File: src/pkg/supervisor_regs.vh
// timing constants for the accelerometer reset and fault supervisor
`ifndef SUPERVISOR_REGS_VH
`define SUPERVISOR_REGS_VH
`define CLK_HZ 125000000
// startup sequence length in microseconds
`define STARTUP_US 1000
`define STARTUP_CYCLES ((`CLK_HZ / 1000000) * `STARTUP_US)
// self-check square wave, tenths of hertz (24.4 Hz)
`define SELF_CHECK_DHZ 244
`define SELF_CHECK_HALF_CYCLES ((`CLK_HZ * 10) / (2 * `SELF_CHECK_DHZ))
// analog output codes (unsigned, mid scale is half supply)
`define OUT_WIDTH 12
`define OUT_MID 12'h800
// self-check step, 0.65 g each side of mid, as a code
`define SELF_CHECK_STEP 12'h070
// status flag reset values
`define SUPPLY_OK_RESET 1'b0
`define FAULT_RESET 1'b1
`define STARTUP_DONE_RESET 1'b0
`endif
File: src/hdl/accel_reset_fault_supervisor.v
// supervisory logic: supply ok, reset, self-check stimulus and fault flag
// Functional notes
// - supply ok low until trip level reached
// - after supply drop, full new startup
// - fault flag high until startup completes
// - external reset active low, pulled up
// - reset forces outputs to mid, fault high
// - self-check active high, pulled down
// - self-check adds 24 Hz 1.3 g square
// - fault on supply, reset or overload
// - overload restarts startup until back in range
`timescale 1ns/1ps
`default_nettype none
`include "supervisor_regs.vh"
module accel_reset_fault_supervisor #(
    parameter STARTUP_CYCLES = `STARTUP_CYCLES,
    parameter HALF_CYCLES = `SELF_CHECK_HALF_CYCLES,
    parameter OUT_WIDTH = `OUT_WIDTH
) (
    // clock and reset
    input wire clk_sys_in,
    input wire arst_n_in,
    // supply comparator: high while supply above supply_trip_level
    input wire supply_above_trip_in,
    // host pins; pull-up and pull-down are modelled by pad defaults
    input wire ext_reset_n_in,
    input wire self_check_enable_in,
    // overload comparator from the readout path
    input wire overload_in,
    // acceleration code from the readout path
    input wire [OUT_WIDTH-1:0] accel_code_in,
    // supervisor status
    output reg supply_ok_out,
    output reg fault_out,
    output reg startup_done_out,
    // analog output codes
    output reg [OUT_WIDTH-1:0] positive_analog_out,
    output reg [OUT_WIDTH-1:0] negative_analog_out
);
    localparam [2:0] ST_OFF = 3'b001;
    localparam [2:0] ST_START = 3'b010;
    localparam [2:0] ST_RUN = 3'b100;
    localparam CW = 32;
    // counter end points at counter width
    localparam [CW-1:0] START_LAST = STARTUP_CYCLES - 1;
    localparam [CW-1:0] WAVE_LAST = HALF_CYCLES - 1;

    wire supply_s;
    wire rst_n_s;
    wire self_check_s;
    wire overload_s;
    // pull-up on reset: idle state is high
    sync_two_ff #(.RESET_VALUE(1'b1)) u_sync_rst (
        .clk_sys_in(clk_sys_in),
        .arst_n_in(arst_n_in),
        .async_in(ext_reset_n_in),
        .sync_out(rst_n_s)
    );
    // pull-down on self-check: idle state is low
    sync_two_ff #(.RESET_VALUE(1'b0)) u_sync_st (
        .clk_sys_in(clk_sys_in),
        .arst_n_in(arst_n_in),
        .async_in(self_check_enable_in),
        .sync_out(self_check_s)
    );
    sync_two_ff #(.RESET_VALUE(1'b0)) u_sync_sup (
        .clk_sys_in(clk_sys_in),
        .arst_n_in(arst_n_in),
        .async_in(supply_above_trip_in),
        .sync_out(supply_s)
    );
    sync_two_ff #(.RESET_VALUE(1'b0)) u_sync_ovl (
        .clk_sys_in(clk_sys_in),
        .arst_n_in(arst_n_in),
        .async_in(overload_in),
        .sync_out(overload_s)
    );

    reg [2:0] state_reg;
    reg [2:0] state_next;
    reg [CW-1:0] start_cnt_reg;
    reg [CW-1:0] start_cnt_next;
    reg [CW-1:0] wave_cnt_reg;
    reg wave_phase_reg;

    // counter end points and restart cause
    wire start_last = (start_cnt_reg >= START_LAST);
    wire wave_last = (wave_cnt_reg >= WAVE_LAST);
    wire start_hold = !rst_n_s || overload_s;

    // sequencer; any disturbance restarts startup from zero
    always @* begin
        state_next = state_reg;
        start_cnt_next = start_cnt_reg;
        case (state_reg)
            ST_OFF: begin
                start_cnt_next = {CW{1'b0}};
                if (supply_s) begin
                    state_next = ST_START;
                end
            end
            ST_START: begin
                if (!supply_s) begin
                    state_next = ST_OFF;
                end else if (start_hold) begin
                    start_cnt_next = {CW{1'b0}};
                end else if (start_last) begin
                    state_next = ST_RUN;
                end else begin
                    start_cnt_next = start_cnt_reg + 32'h1;
                end
            end
            ST_RUN: begin
                if (!supply_s) begin
                    state_next = ST_OFF;
                end else if (start_hold) begin
                    state_next = ST_START;
                    start_cnt_next = {CW{1'b0}};
                end
            end
            default: begin
                state_next = ST_OFF;
                start_cnt_next = {CW{1'b0}};
            end
        endcase
    end

    // sequencer state
    always @(posedge clk_sys_in or negedge arst_n_in) begin
        if (!arst_n_in) begin
            state_reg <= ST_OFF;
        end else begin
            state_reg <= state_next;
        end
    end

    // startup counter; a hold keeps it at zero
    always @(posedge clk_sys_in or negedge arst_n_in) begin
        if (!arst_n_in) begin
            start_cnt_reg <= {CW{1'b0}};
        end else begin
            start_cnt_reg <= start_cnt_next;
        end
    end

    // self-check square wave, 50 % duty
    always @(posedge clk_sys_in or negedge arst_n_in) begin
        if (!arst_n_in) begin
            wave_cnt_reg <= {CW{1'b0}};
            wave_phase_reg <= 1'b0;
        end else if (!self_check_s) begin
            wave_cnt_reg <= {CW{1'b0}};
            wave_phase_reg <= 1'b0;
        end else if (wave_last) begin
            wave_cnt_reg <= {CW{1'b0}};
            wave_phase_reg <= ~wave_phase_reg;
        end else begin
            wave_cnt_reg <= wave_cnt_reg + 32'h1;
        end
    end

    // output codes and flags
    wire [OUT_WIDTH-1:0] mid = `OUT_MID;
    wire [OUT_WIDTH-1:0] step = `SELF_CHECK_STEP;
    wire [OUT_WIDTH-1:0] step_neg = ~step + {{(OUT_WIDTH-1){1'b0}}, 1'b1};
    wire [OUT_WIDTH-1:0] half_diff = accel_code_in - mid;
    wire [OUT_WIDTH-1:0] stim = self_check_s ? (wave_phase_reg ? step : step_neg)
                                             : {OUT_WIDTH{1'b0}};
    wire [OUT_WIDTH-1:0] diff = half_diff + stim;
    wire running = (state_reg == ST_RUN);

    // fault causes; any one marks the outputs invalid
    wire cause_startup = !running;
    wire cause_supply = !supply_s;
    wire cause_reset = !rst_n_s;
    wire cause_overload = overload_s;
    wire any_cause = cause_startup || cause_supply || cause_reset || cause_overload;

    // next values of the registered outputs
    reg supply_ok_next;
    reg fault_next;
    reg startup_done_next;
    reg [OUT_WIDTH-1:0] positive_next;
    reg [OUT_WIDTH-1:0] negative_next;

    always @* begin
        supply_ok_next = supply_s;
        fault_next = any_cause;
        startup_done_next = running;
        if (cause_reset) begin
            // outputs parked at half supply
            positive_next = mid;
            negative_next = mid;
        end else begin
            positive_next = mid + diff;
            negative_next = mid - diff;
        end
    end

    // status flags
    always @(posedge clk_sys_in or negedge arst_n_in) begin
        if (!arst_n_in) begin
            supply_ok_out <= `SUPPLY_OK_RESET;
            fault_out <= `FAULT_RESET;
            startup_done_out <= `STARTUP_DONE_RESET;
        end else begin
            supply_ok_out <= supply_ok_next;
            fault_out <= fault_next;
            startup_done_out <= startup_done_next;
        end
    end

    // analog output codes
    always @(posedge clk_sys_in or negedge arst_n_in) begin
        if (!arst_n_in) begin
            positive_analog_out <= `OUT_MID;
            negative_analog_out <= `OUT_MID;
        end else begin
            positive_analog_out <= positive_next;
            negative_analog_out <= negative_next;
        end
    end
endmodule // accel_reset_fault_supervisor
`default_nettype wire

File: src/hdl/sync_two_ff.v
// two flip-flop synchroniser for one level input
`timescale 1ns/1ps
`default_nettype none
module sync_two_ff #(
    parameter RESET_VALUE = 1'b0
) (
    // clock and reset
    input wire clk_sys_in,
    input wire arst_n_in,
    // level in and out
    input wire async_in,
    output wire sync_out
);
    reg meta_reg;
    reg sync_reg;
    always @(posedge clk_sys_in or negedge arst_n_in) begin
        if (!arst_n_in) begin
            meta_reg <= RESET_VALUE;
            sync_reg <= RESET_VALUE;
        end else begin
            meta_reg <= async_in;
            sync_reg <= meta_reg;
        end
    end
    assign sync_out = sync_reg;
endmodule // sync_two_ff
`default_nettype wire

File: config.mk
export PLATFORM = sky130hd
export DESIGN_NAME = accel_reset_fault_supervisor
export DESIGN_NICKNAME = d
export VERILOG_FILES = /design/src/hdl/accel_reset_fault_supervisor.v /design/src/hdl/sync_two_ff.v
export VERILOG_INCLUDE_DIRS = /design/src /design/src/pkg
export SDC_FILE = /design/constraint.sdc
export NUM_CORES = 1
export LEC_CHECK = 0
export ABC_AREA = 1
export BUFFER_PORTS_ARGS = -buffer_cell sky130_fd_sc_hd__buf_4
export CAP_MARGIN = 0
export CORE_MARGIN = 4
export CORE_UTILIZATION = 35
export DETAILED_ROUTE_END_ITERATION = 16
export HOLD_SLACK_MARGIN = 0.08
export PLACE_DENSITY = 0.53
export SYNTH_ARGS = -nofsm -noshare
export SYNTH_HDL_FRONTEND = slang
export SYNTH_SLANG_ARGS = --single-unit
File: constraint.sdc
create_clock -name clk_sys_in -period 6.75 [get_ports clk_sys_in]
set_input_delay 0.3375 -clock clk_sys_in [delete_from_list [all_inputs] [get_ports clk_sys_in]]
set_output_delay 0.3375 -clock clk_sys_in [all_outputs]
set_load 0.005 [all_outputs]
# After elaboration in Yosys (flattened, before gate mapping)
# Index checks and enable logic that the tools add are counted.
[word_totals]
ff_bits = 103
latchBits = 0
ram_bits = 0
mem_bits_ro = 0
inputBits = 18
out_inout_bits = 27
word_cells = 68
n_memories = 0
[op_classes]
n_addsub = 6
n_mul = 0
div_mod_pow = 0
order_cmp = 2
eq_ne = 12
shifts = 0
mux = 21
n_bitwise = 1
n_reduce_logical = 9
[op_table]
columns = ["op", "n"]
rows = [
  ["two-way mux 32 bit", 7],
  ["adder 32 x 1 -> 32 bit, second input constant", 2],
  ["case mux 32 bit (2 select lines)", 1],
  ["two-way mux 12 bit", 4],
  ["greater-or-equal comparator 32 x 17 -> 1 bit, second input constant", 1],
  ["greater-or-equal comparator 32 x 22 -> 1 bit, second input constant", 1],
  ["two-way mux 3 bit", 6],
  ["adder 12 bit", 1],
  ["adder 12 bit, first input constant", 1],
  ["inequality test 3 bit, second input constant", 4],
  ["subtractor 12 bit, first input constant", 1],
  ["subtractor 12 bit, second input constant", 1],
  ["case mux 3 bit (3 select lines)", 1],
  ["AND reduction 4 bit", 2],
  ["inequality test 2 x 1 -> 1 bit, second input constant", 3],
  ["logical OR 1 bit", 4],
  ["inequality test 2 bit, second input constant", 2],
  ["== test 3 x 1 -> 1 bit, second input constant", 1],
  ["== test 3 x 2 -> 1 bit, second input constant", 1],
  ["== test 3 bit, second input constant", 1],
  ["zero test 1 bit", 3],
  ["two-way mux 1 bit", 2],
  ["NOT 1 bit", 1],
]

# Longest topological paths before layout
# Gate-level depths: netlist of run 1.
[depth]
depth_word = 5
mapped_depth = 16
ltp_nobuf = 16

# Hierarchy
# From an unflattened synthesis of run 1, not the netlist that was laid out.
[hier_totals]
hier_cells = 618
hier_area_um2 = 5126.2
[by_module_without_submodules]
columns = ["module", "n_inst", "cells_each", "area_per_inst_um2", "seq_area_each_um2"]
rows = [
  ["accel_reset_fault_supervisor", 1, 610, 4923.5, 2357.3],
  ["sync_two_ff (u_sync_ovl ...)", 3, 2, 50.0, 50.0],
  ["sync_two_ff (u_sync_rst)", 1, 2, 52.6, 52.6],
]

# Least setup slack after synthesis of run 1
# OpenSTA, ideal clock, no wires.
[synth_timing]
path_type = "flip-flop to flip-flop"
start = "register wave_phase_reg"
end = "register negative_analog_out[11]"
setup_time_ns = 0.076
t_arrival_ns = 2.235
required_ns = 6.674
slack_ns = 4.440
path_stages_with_launch = 16
path_buffers = 0
period_less_slack_ns = 2.310
path_cell_list = "dfrtp_1 > nand2_1 > inv_1 > ha_1 > ha_1 > inv_1 > fa_1 > inv_1 > nor2_1 > nand4_1 > nor2_1 > nand3_1 > nor2_1 > inv_1 > nand2_1 > nand2_1"
[synth_between]
elab_chain_cells = 5
[synth_rtl]
columns = ["item", "line_no", "rtl"]
rows = [
  ["start: declaration", "accel_reset_fault_supervisor.v:84", "reg wave_phase_reg;"],
  ["start signal: assignment", "accel_reset_fault_supervisor.v:156", "wave_phase_reg <= ~wave_phase_reg;"],
  ["two-way mux 12 bit (2 in series)", "accel_reset_fault_supervisor.v:167", "wire [OUT_WIDTH-1:0] stim = self_check_s ? (wave_phase_reg ? step : step_neg)"],
  ["adder 12 bit", "accel_reset_fault_supervisor.v:169", "wire [OUT_WIDTH-1:0] diff = half_diff + stim;"],
  ["subtractor 12 bit", "accel_reset_fault_supervisor.v:196", "negative_next = mid - diff;"],
  ["two-way mux 12 bit", "accel_reset_fault_supervisor.v:190", "if (cause_reset) begin"],
  ["via negative_next[11]", "accel_reset_fault_supervisor.v:184", "reg [OUT_WIDTH-1:0] negative_next;"],
  ["end signal: assignment", "accel_reset_fault_supervisor.v:217", "negative_analog_out <= `OUT_MID;"],
  ["end signal: assignment", "accel_reset_fault_supervisor.v:220", "negative_analog_out <= negative_next;"],
  ["end: declaration", "accel_reset_fault_supervisor.v:38", "output reg [OUT_WIDTH-1:0] negative_analog_out"],
]
# The timed path passes the listed nets, and every way through them passes these cells.
# A chain may end at the register's enable or synchronous reset.

# Worst setup path in the final report of run 1
# Same ends and word-level chain as after synthesis.

==> flow_summary.toml, run 1 <==
[run_status]
status = "finished, final reports clean"

[cells_and_area]
fin_util = 0.416
drive_above_1_share = 0.137
fin_cells = 870
area_delta_synth_final_pct = 16.4
final_area_sq_mm = 0.00602
diodes = 0
finalNetCount = 715

[setup_path]
worst-path-max-fanout = 3
worst_ep_required_time_ns = 7.03
crit_slowest_cell = "fa_1"
cp_top_family = "adder cells"
max_stage_delay_ns = 0.52
worst-path-buf-inv = 4
end_kind = "flip-flop"
crit_type = "reg -> reg"
crit_chain = "nand2_1 -> inv_1 -> ha_1 -> ha_1 -> inv_1 -> fa_1 -> inv_1 -> nor2_1 -> nand4_1 -> nor2_1 -> nand3_1 -> nor2_1 -> inv_1 -> nand2_1 -> nand2_1"
critPathLaunchType = "flip-flop"
cp-startpoint = "wave_phase_reg$_DFFE_PN0P_"
reg2reg_from = "wave_phase_reg$_DFFE_PN0P_"
cp_common_cell = "inv_1"
cp.arrival_ns = 2.79

[floorplan]
die_y_um = 130
dieWidth_um = 130
core_sq_mm = 0.0145
start_util = 0.357
die_area_sq_mm = 0.0168
row_count = 44
ios = 45

[cts]
holdBufCountCts = 1
postCtsSetupBuffers = 0
cts_tree = "built"
cts_htree_levels = 3
numCtsBuffers = 9
path_clk_slew_ns = 0.07
cts_sinks = 102
clk_latency_ns = 0.35
root_buffer = "clkbuf_16"
post_cts_resized = 0
cts_max_path_buffers = 2

[yosys]
synth.top_cell.area_share = 0.464
async_flop_share = 1.00
yosysTopAreaCell = "dfrtp_1"
ys_types = 38
synth.most_common_cell = "nor2_1"
synth.area.top_cells = "dfrtp_1 46%, nor2_1 8.8%, nand2_1 8.6%"
seq_area_frac_synth = 0.495
ys_warn_count = 0
synth_seq_cells = 102
syn-instance-count = 625
synth_edf_count = 0
syn_area_sq_mm = 0.00517
synth_common_cells = "121 x nor2_1, 119 x nand2_1, 96 x dfrtp_1, 87 x inv_1, 44 x nand3_1"
ys.flop_type = "dfrtp_1"
syn_avg_cell_area_sq_um = 8.28

[power_and_ir_drop]
power_leakage_nw = 2.85
ir_drop_v = 0.000105
p_comb_frac = 0.113
swShare = 0.255
power_frac_seq = 0.487
clockPowerShare = 0.400
p_int_mw = 1.00
power_density_mw_per_mm2 = 223
p_switching_mw = 0.342

[timing]
skew_ns = 0.00729
setup_viol = 0
finalMaxSlewViolations = 0
fmax_mhz = 398
slew_headroom = 0.486
hold_violations = 0
period_minus_slack_ns = 2.51
post-route-period-util = 0.372
whs_ns = 0.0957
setup_tns_ns = 0
rsz0062_at_grt = "false"
worst_pin_slew_ns = 0.769

[placed_design]
placed_cells = 854
dpl_cell_area_sq_mm = 0.00570
port_buffers = 44
dp_hpwl_um = 7960
place.gp.congestion = 0.856

[drt]
route.detailed.drc = 0
via_count = 4002
dr.pass1.iters = 4
detail_route.iter0.violations = 159
avgViaCountPerCell = 4.60
routed_wl_um = 10800
wl_per_cell_um = 12.4
antenna_left = 0

[global_route]
grt_pass1_vias = 4129
grt_pass1_wl_um = 19000
grt-ovfl-total = 0
antenna_found_initial = 0
grt_use_total = 0.142
grt_max_degree = 54

[hold_path]
hold_class = "in -> reg"
hp-start = "overload_in"

[run]
maxCapViolations = 0
[kinds of logic after synthesis]
group           Yosys count  synth area share
compound gates           40            0.0501
flops                   102             0.495
other cells               1          0.000725
simple gates            336             0.284
xor+xnor                 31            0.0525
fa+ha+maj                15            0.0377
buf+inv                 100            0.0796
[through the flow]
step | power (mW) | worst slack [ns]
3_5_place_dp | 0.820 | 4.23
6_report | 1.34 | 4.24
3_3_place_gp | 0.816 | 4.27
4_1_cts | 1.36 | 4.22
2_1_floorplan | 0.751 | 4.44
5_1_grt | 1.42 | 3.88
[cell usage in the layout (no fill, tap or decap), types with 4 or more instances in the layout]
| master | synthesis | final |
|---|---|---|
| xor2_1 | 26 | 26 |
| o21ai_0 | 11 | 11 |
| buf_4 | 1 | 45 |
| a21oi_1 | 10 | 10 |
| inv_1 | 87 | 87 |
| clkbuf_16 | 0 | 9 |
| o21ai_2 | 12 | 12 |
| ha_1 | 14 | 14 |
| nor4_1 | 4 | 4 |
| nand4_1 | 11 | 11 |
| nand2_1 | 119 | 119 |
| nand3_1 | 44 | 44 |
| or2_2 | 4 | 4 |
| dfstp_2 | 6 | 6 |
| dfrtp_1 | 96 | 96 |
| inv_2 | 4 | 4 |
| conb_1 | 1 | 10 |
| nor3_1 | 20 | 20 |
| nor2_1 | 121 | 121 |
| xnor2_1 | 5 | 5 |
[final cells by class]
| cell class | instances | area (sq um) |
|---|---|---|
| clock buffer | 10 | 239 |
| inverter | 91 | 342 |
| clock inverter | 5 | 67.6 |
| multi-input combinational | 432 | 2230 |
| sequential | 102 | 2560 |
| fill | 1475 | 8460 |
| tap | 184 | 230 |
| timing repair buffer | 46 | 348 |
[power by group through the flow]
| stage | Sequential, mW | Combinational, mW | Clock, mW |
|---|---|---|---|
| 4_1_cts | 0.655 | 0.155 | 0.554 |
| 3_3_place_gp | 0.666 | 0.151 | 0 |
| 2_1_floorplan | 0.665 | 0.0860 | 0 |
| 3_5_place_dp | 0.666 | 0.154 | 0 |
| 6_report | 0.655 | 0.152 | 0.537 |
| 5_1_grt | 0.658 | 0.177 | 0.580 |
[worst register-to-register path: stages, from the launching register on]
cell and delay (ns):
dfrtp_1 0.41, nand2_1 0.08, inv_1 0.05, ha_1 0.27
ha_1 0.18, inv_1 0.06, fa_1 0.52, inv_1 0.07
nor2_1 0.09, nand4_1 0.14, nor2_1 0.19, nand3_1 0.10
nor2_1 0.14, inv_1 0.05, nand2_1 0.05, nand2_1 0.05
[worst paths after layout]
kind / end / slack [ns] / depth (start not counted)
worst max register to register: negative_analog_out[11]$_DFF_PN1_ / 4.24 / 15
min in group asynchronous: start_cnt_reg[2]$_DFFE_PN0P_ / 0.58 / 2
worst min-delay path: u_sync_ovl.meta_reg$_DFF_PN0_ / 0.1 / 1
max in group asynchronous: u_sync_st.meta_reg$_DFF_PN0_ / 5.11 / 3
worst max-delay path: negative_analog_out[11]$_DFF_PN1_ / 4.24 / 15
worst min register to register: u_sync_ovl.sync_out$_DFF_PN0_ / 0.35 / 0
[metal layers]
metal | global-route usage | part of all wire | up-vias
met5 | 0 | 0 | -
met1 | 0.186 | 0.47 | 1859
li1 | - | - | 2063
met3 | 0.0437 | 0.064 | 16
met2 | 0.215 | 0.44 | 64
met4 | 0.0654 | 0.022 | 0
(Power assumes the default switching activity.)
==> run 2, diff against run 1 <==
Settings changed: ABC_AREA 1 to 0, PLACE_DENSITY 0.53 to 0.55.
Clock period 6.75 ns to 2.11 ns, I/O delays scaled along.
==> flow_summary.toml, run 2 <==
[run_status]
status = "complete, but fails checks"
failed_checks = "negative setup slack"

[floorplan]
row_count = 42
die_y_um = 125
ios = 45
die_area_sq_mm = 0.0156
dieWidth_um = 125
start_util = 0.359
core_sq_mm = 0.0133

[setup_path]
worst_ep_required_time_ns = 2.39
reg2reg_slack_ns = -0.30
crit_type = "reg -> reg"
worst-path-max-fanout = 4
cp_common_cell = "ha_4"
cp.arrival_ns = 2.69
worst-path-buf-inv = 1
end_kind = "flip-flop"
reg2reg_from = "u_sync_st.sync_out$_DFF_PN0_"
critPathLaunchType = "flip-flop"
rr_endpoint = "negative_analog_out[11]$_DFF_PN1_"
cp_top_family = "adder cells"
crit_slowest_cell = "dfrtp_1"
crit_chain = "and2_4 -> ha_4 -> ha_4 -> inv_2 -> fa_2 -> nor2b_2 -> o31a_1 -> a21oi_4 -> nor4_4 -> xnor2_1 -> nand2_1"
reg2reg_depth = 11
max_stage_delay_ns = 0.40

[drt]
route.detailed.drc = 0
via_count = 3474
wl_per_cell_um = 13.3
antenna_left = 0
dr.pass1.iters = 4
routed_wl_um = 9610
detail_route.iter0.violations = 229
avgViaCountPerCell = 4.81

[timing]
slew_headroom = 0.587
worst_pin_slew_ns = 0.619
rsz0062_at_grt = "true"
setup_viol = 9
skew_ns = 0.00893
period_minus_slack_ns = 2.41
layout_setup_ws_ns = -0.298
post-route-period-util = 1.14
finalMaxSlewViolations = 0
hold_violations = 0
fmax_mhz = 415

[cells_and_area]
regArea_sq_mm = 0.00256
drive_above_1_share = 0.286
finalNetCount = 574
multi_input_area_sq_mm = 0.00238
area_delta_synth_final_pct = 32.1
fillers = 1203
diodes = 0
layout_common_cells = "95 x dfrtp_1, 78 x buf_4, 37 x and2_1"
fin_util = 0.475
final_common_cell = "dfrtp_1"
final_area_sq_mm = 0.00631

[cts]
numCtsBuffers = 9
cts_htree_levels = 3
cts_sinks = 102
cts_tree = "built"
path_clk_slew_ns = 0.07
root_buffer = "clkbuf_16"
clk_latency_ns = 0.35
cts_max_path_buffers = 2

[placed_design]
place.gp.congestion = 0.804
dp_hpwl_um = 6520
dpl_cell_area_sq_mm = 0.00562
port_buffers = 44

[yosys]
ys_warn_count = 0
syn_area_sq_mm = 0.00478
ys_types = 58
syn_avg_cell_area_sq_um = 10.8
synth_common_cells = "96 x dfrtp_1, 38 x and2_1, 30 x nor3_1, 29 x nor2_1, 26 x xnor2_1"
ys.flop_type = "dfrtp_1"
syn-instance-count = 444
synth_seq_cells = 102
synth.area.top_cells = "dfrtp_1 50%, and2_1 5.0%, xnor2_1 4.8%"
synth_edf_count = 0
yosysTopAreaCell = "dfrtp_1"
synth.most_common_cell = "dfrtp_1"
seq_area_frac_synth = 0.536
async_flop_share = 1.00
synth.top_cell.area_share = 0.503

[global_route]
antenna_found_initial = 0
grt-ovfl-total = 0
grt_use_total = 0.132
grt_max_degree = 50
grt_pass1_vias = 3529
grt_pass1_wl_um = 16800

[power_and_ir_drop]
power_leakage_nw = 2.76
ir_drop_v = 0.000577
power_density_mw_per_mm2 = 711
power_mw = 4.49

[hold_path]
hold_class = "in -> async"

[run]
maxCapViolations = 0
## run 2: cell types whose count changed after synthesis, sizes merged, moves of 11 or more
cell and delta:
and2 +36, xnor2 +21, inv -81, nor2 -94, nand3 -29, o21ai -18, nand2 -96, and3 +13
xor2 -11
## run 2: worst max path at each step
stage	start	cells after the start	endpoint	slack [ns]
floorplan	u_sync_st.sync_out$_DFF_PN0_	10	negative_analog_out[11]$_DFF_PN1_	-0.23
global placement	u_sync_st.sync_out$_DFF_PN0_	9	negative_analog_out[11]$_DFF_PN1_	-0.39
detailed placement	u_sync_st.sync_out$_DFF_PN0_	9	negative_analog_out[11]$_DFF_PN1_	-0.45
CTS	u_sync_st.sync_out$_DFF_PN0_	11	negative_analog_out[9]$_DFF_PN0_	-0.26
global route	wave_phase_reg$_DFFE_PN0P_	11	negative_analog_out[11]$_DFF_PN1_	-0.43
finish	u_sync_st.sync_out$_DFF_PN0_	11	negative_analog_out[11]$_DFF_PN1_	-0.30
## run 2: layout make-up
cell class                 count  share of cell area
multi-input combinational    324               0.377
tap                          176              0.0349
inverter                      10             0.00595
timing repair buffer          94               0.124
clock inverter                 6              0.0147
clock buffer                  10              0.0379
sequential                   102               0.406
## run 2: layer usage
metal	wire, um	share of wire	track usage	vias to the layer above
li1	-	-	-	1729
met1	4600	0.48	0.172	1691
met2	4470	0.46	0.208	42
met3	390	0.041	0.0485	12
met4	155	0.016	0.0408	0
met5	0	0	0	-
## run 2: report_power, final
| group | leakage (nW) | switching, mW | internal (mW) | total (mW) |
|---|---|---|---|---|
| combinational | 1.26 | 0.277 | 0.329 | 0.606 |
| clock | 0.155 | 0.732 | 1.08 | 1.81 |
| sequential | 1.34 | 0.0350 | 2.04 | 2.07 |
## run 2: cell families (layout without fill, tap and decap cells)
group	Yosys count	in the layout	share of synthesized area
flip-flops	102	102	0.536
AO/OA/AOI/OAI	44	44	0.0662
adder cells (fa/ha/maj)	15	15	0.0408
other	1	10	0.000785
XOR/XNOR	41	41	0.0751
AND/OR/NAND/NOR	211	211	0.248
multiplexers	3	3	0.00733
buffers and inverters	27	120	0.0257
## run 2: what timing repair did
item / 4_1_cts / 5_1_grt
resized for setup: 13 / 27
hold buffers: 9 / 0
gates cloned: 0 / 0
setup buffers: 3 / 2
endpoints found under the setup margin: 11 / 21
endpoints found under the hold margin: 52 / 0
pin swaps: 11 / 8
## run 2: stage by stage
step / cells / TNS (ns) / hold slack (ns) / setup WS (ns)
detailed placement: 692 / -2.43 / 0.165 / -0.454
global placement: 692 / -1.96 / 0.156 / -0.393
global route: 722 / -2.57 / 0.311 / -0.429
floorplan: 453 / -0.569 / -0.190 / -0.226
finish: 722 / -1.49 / 0.310 / -0.298
CTS: 720 / -1.56 / 0.291 / -0.256
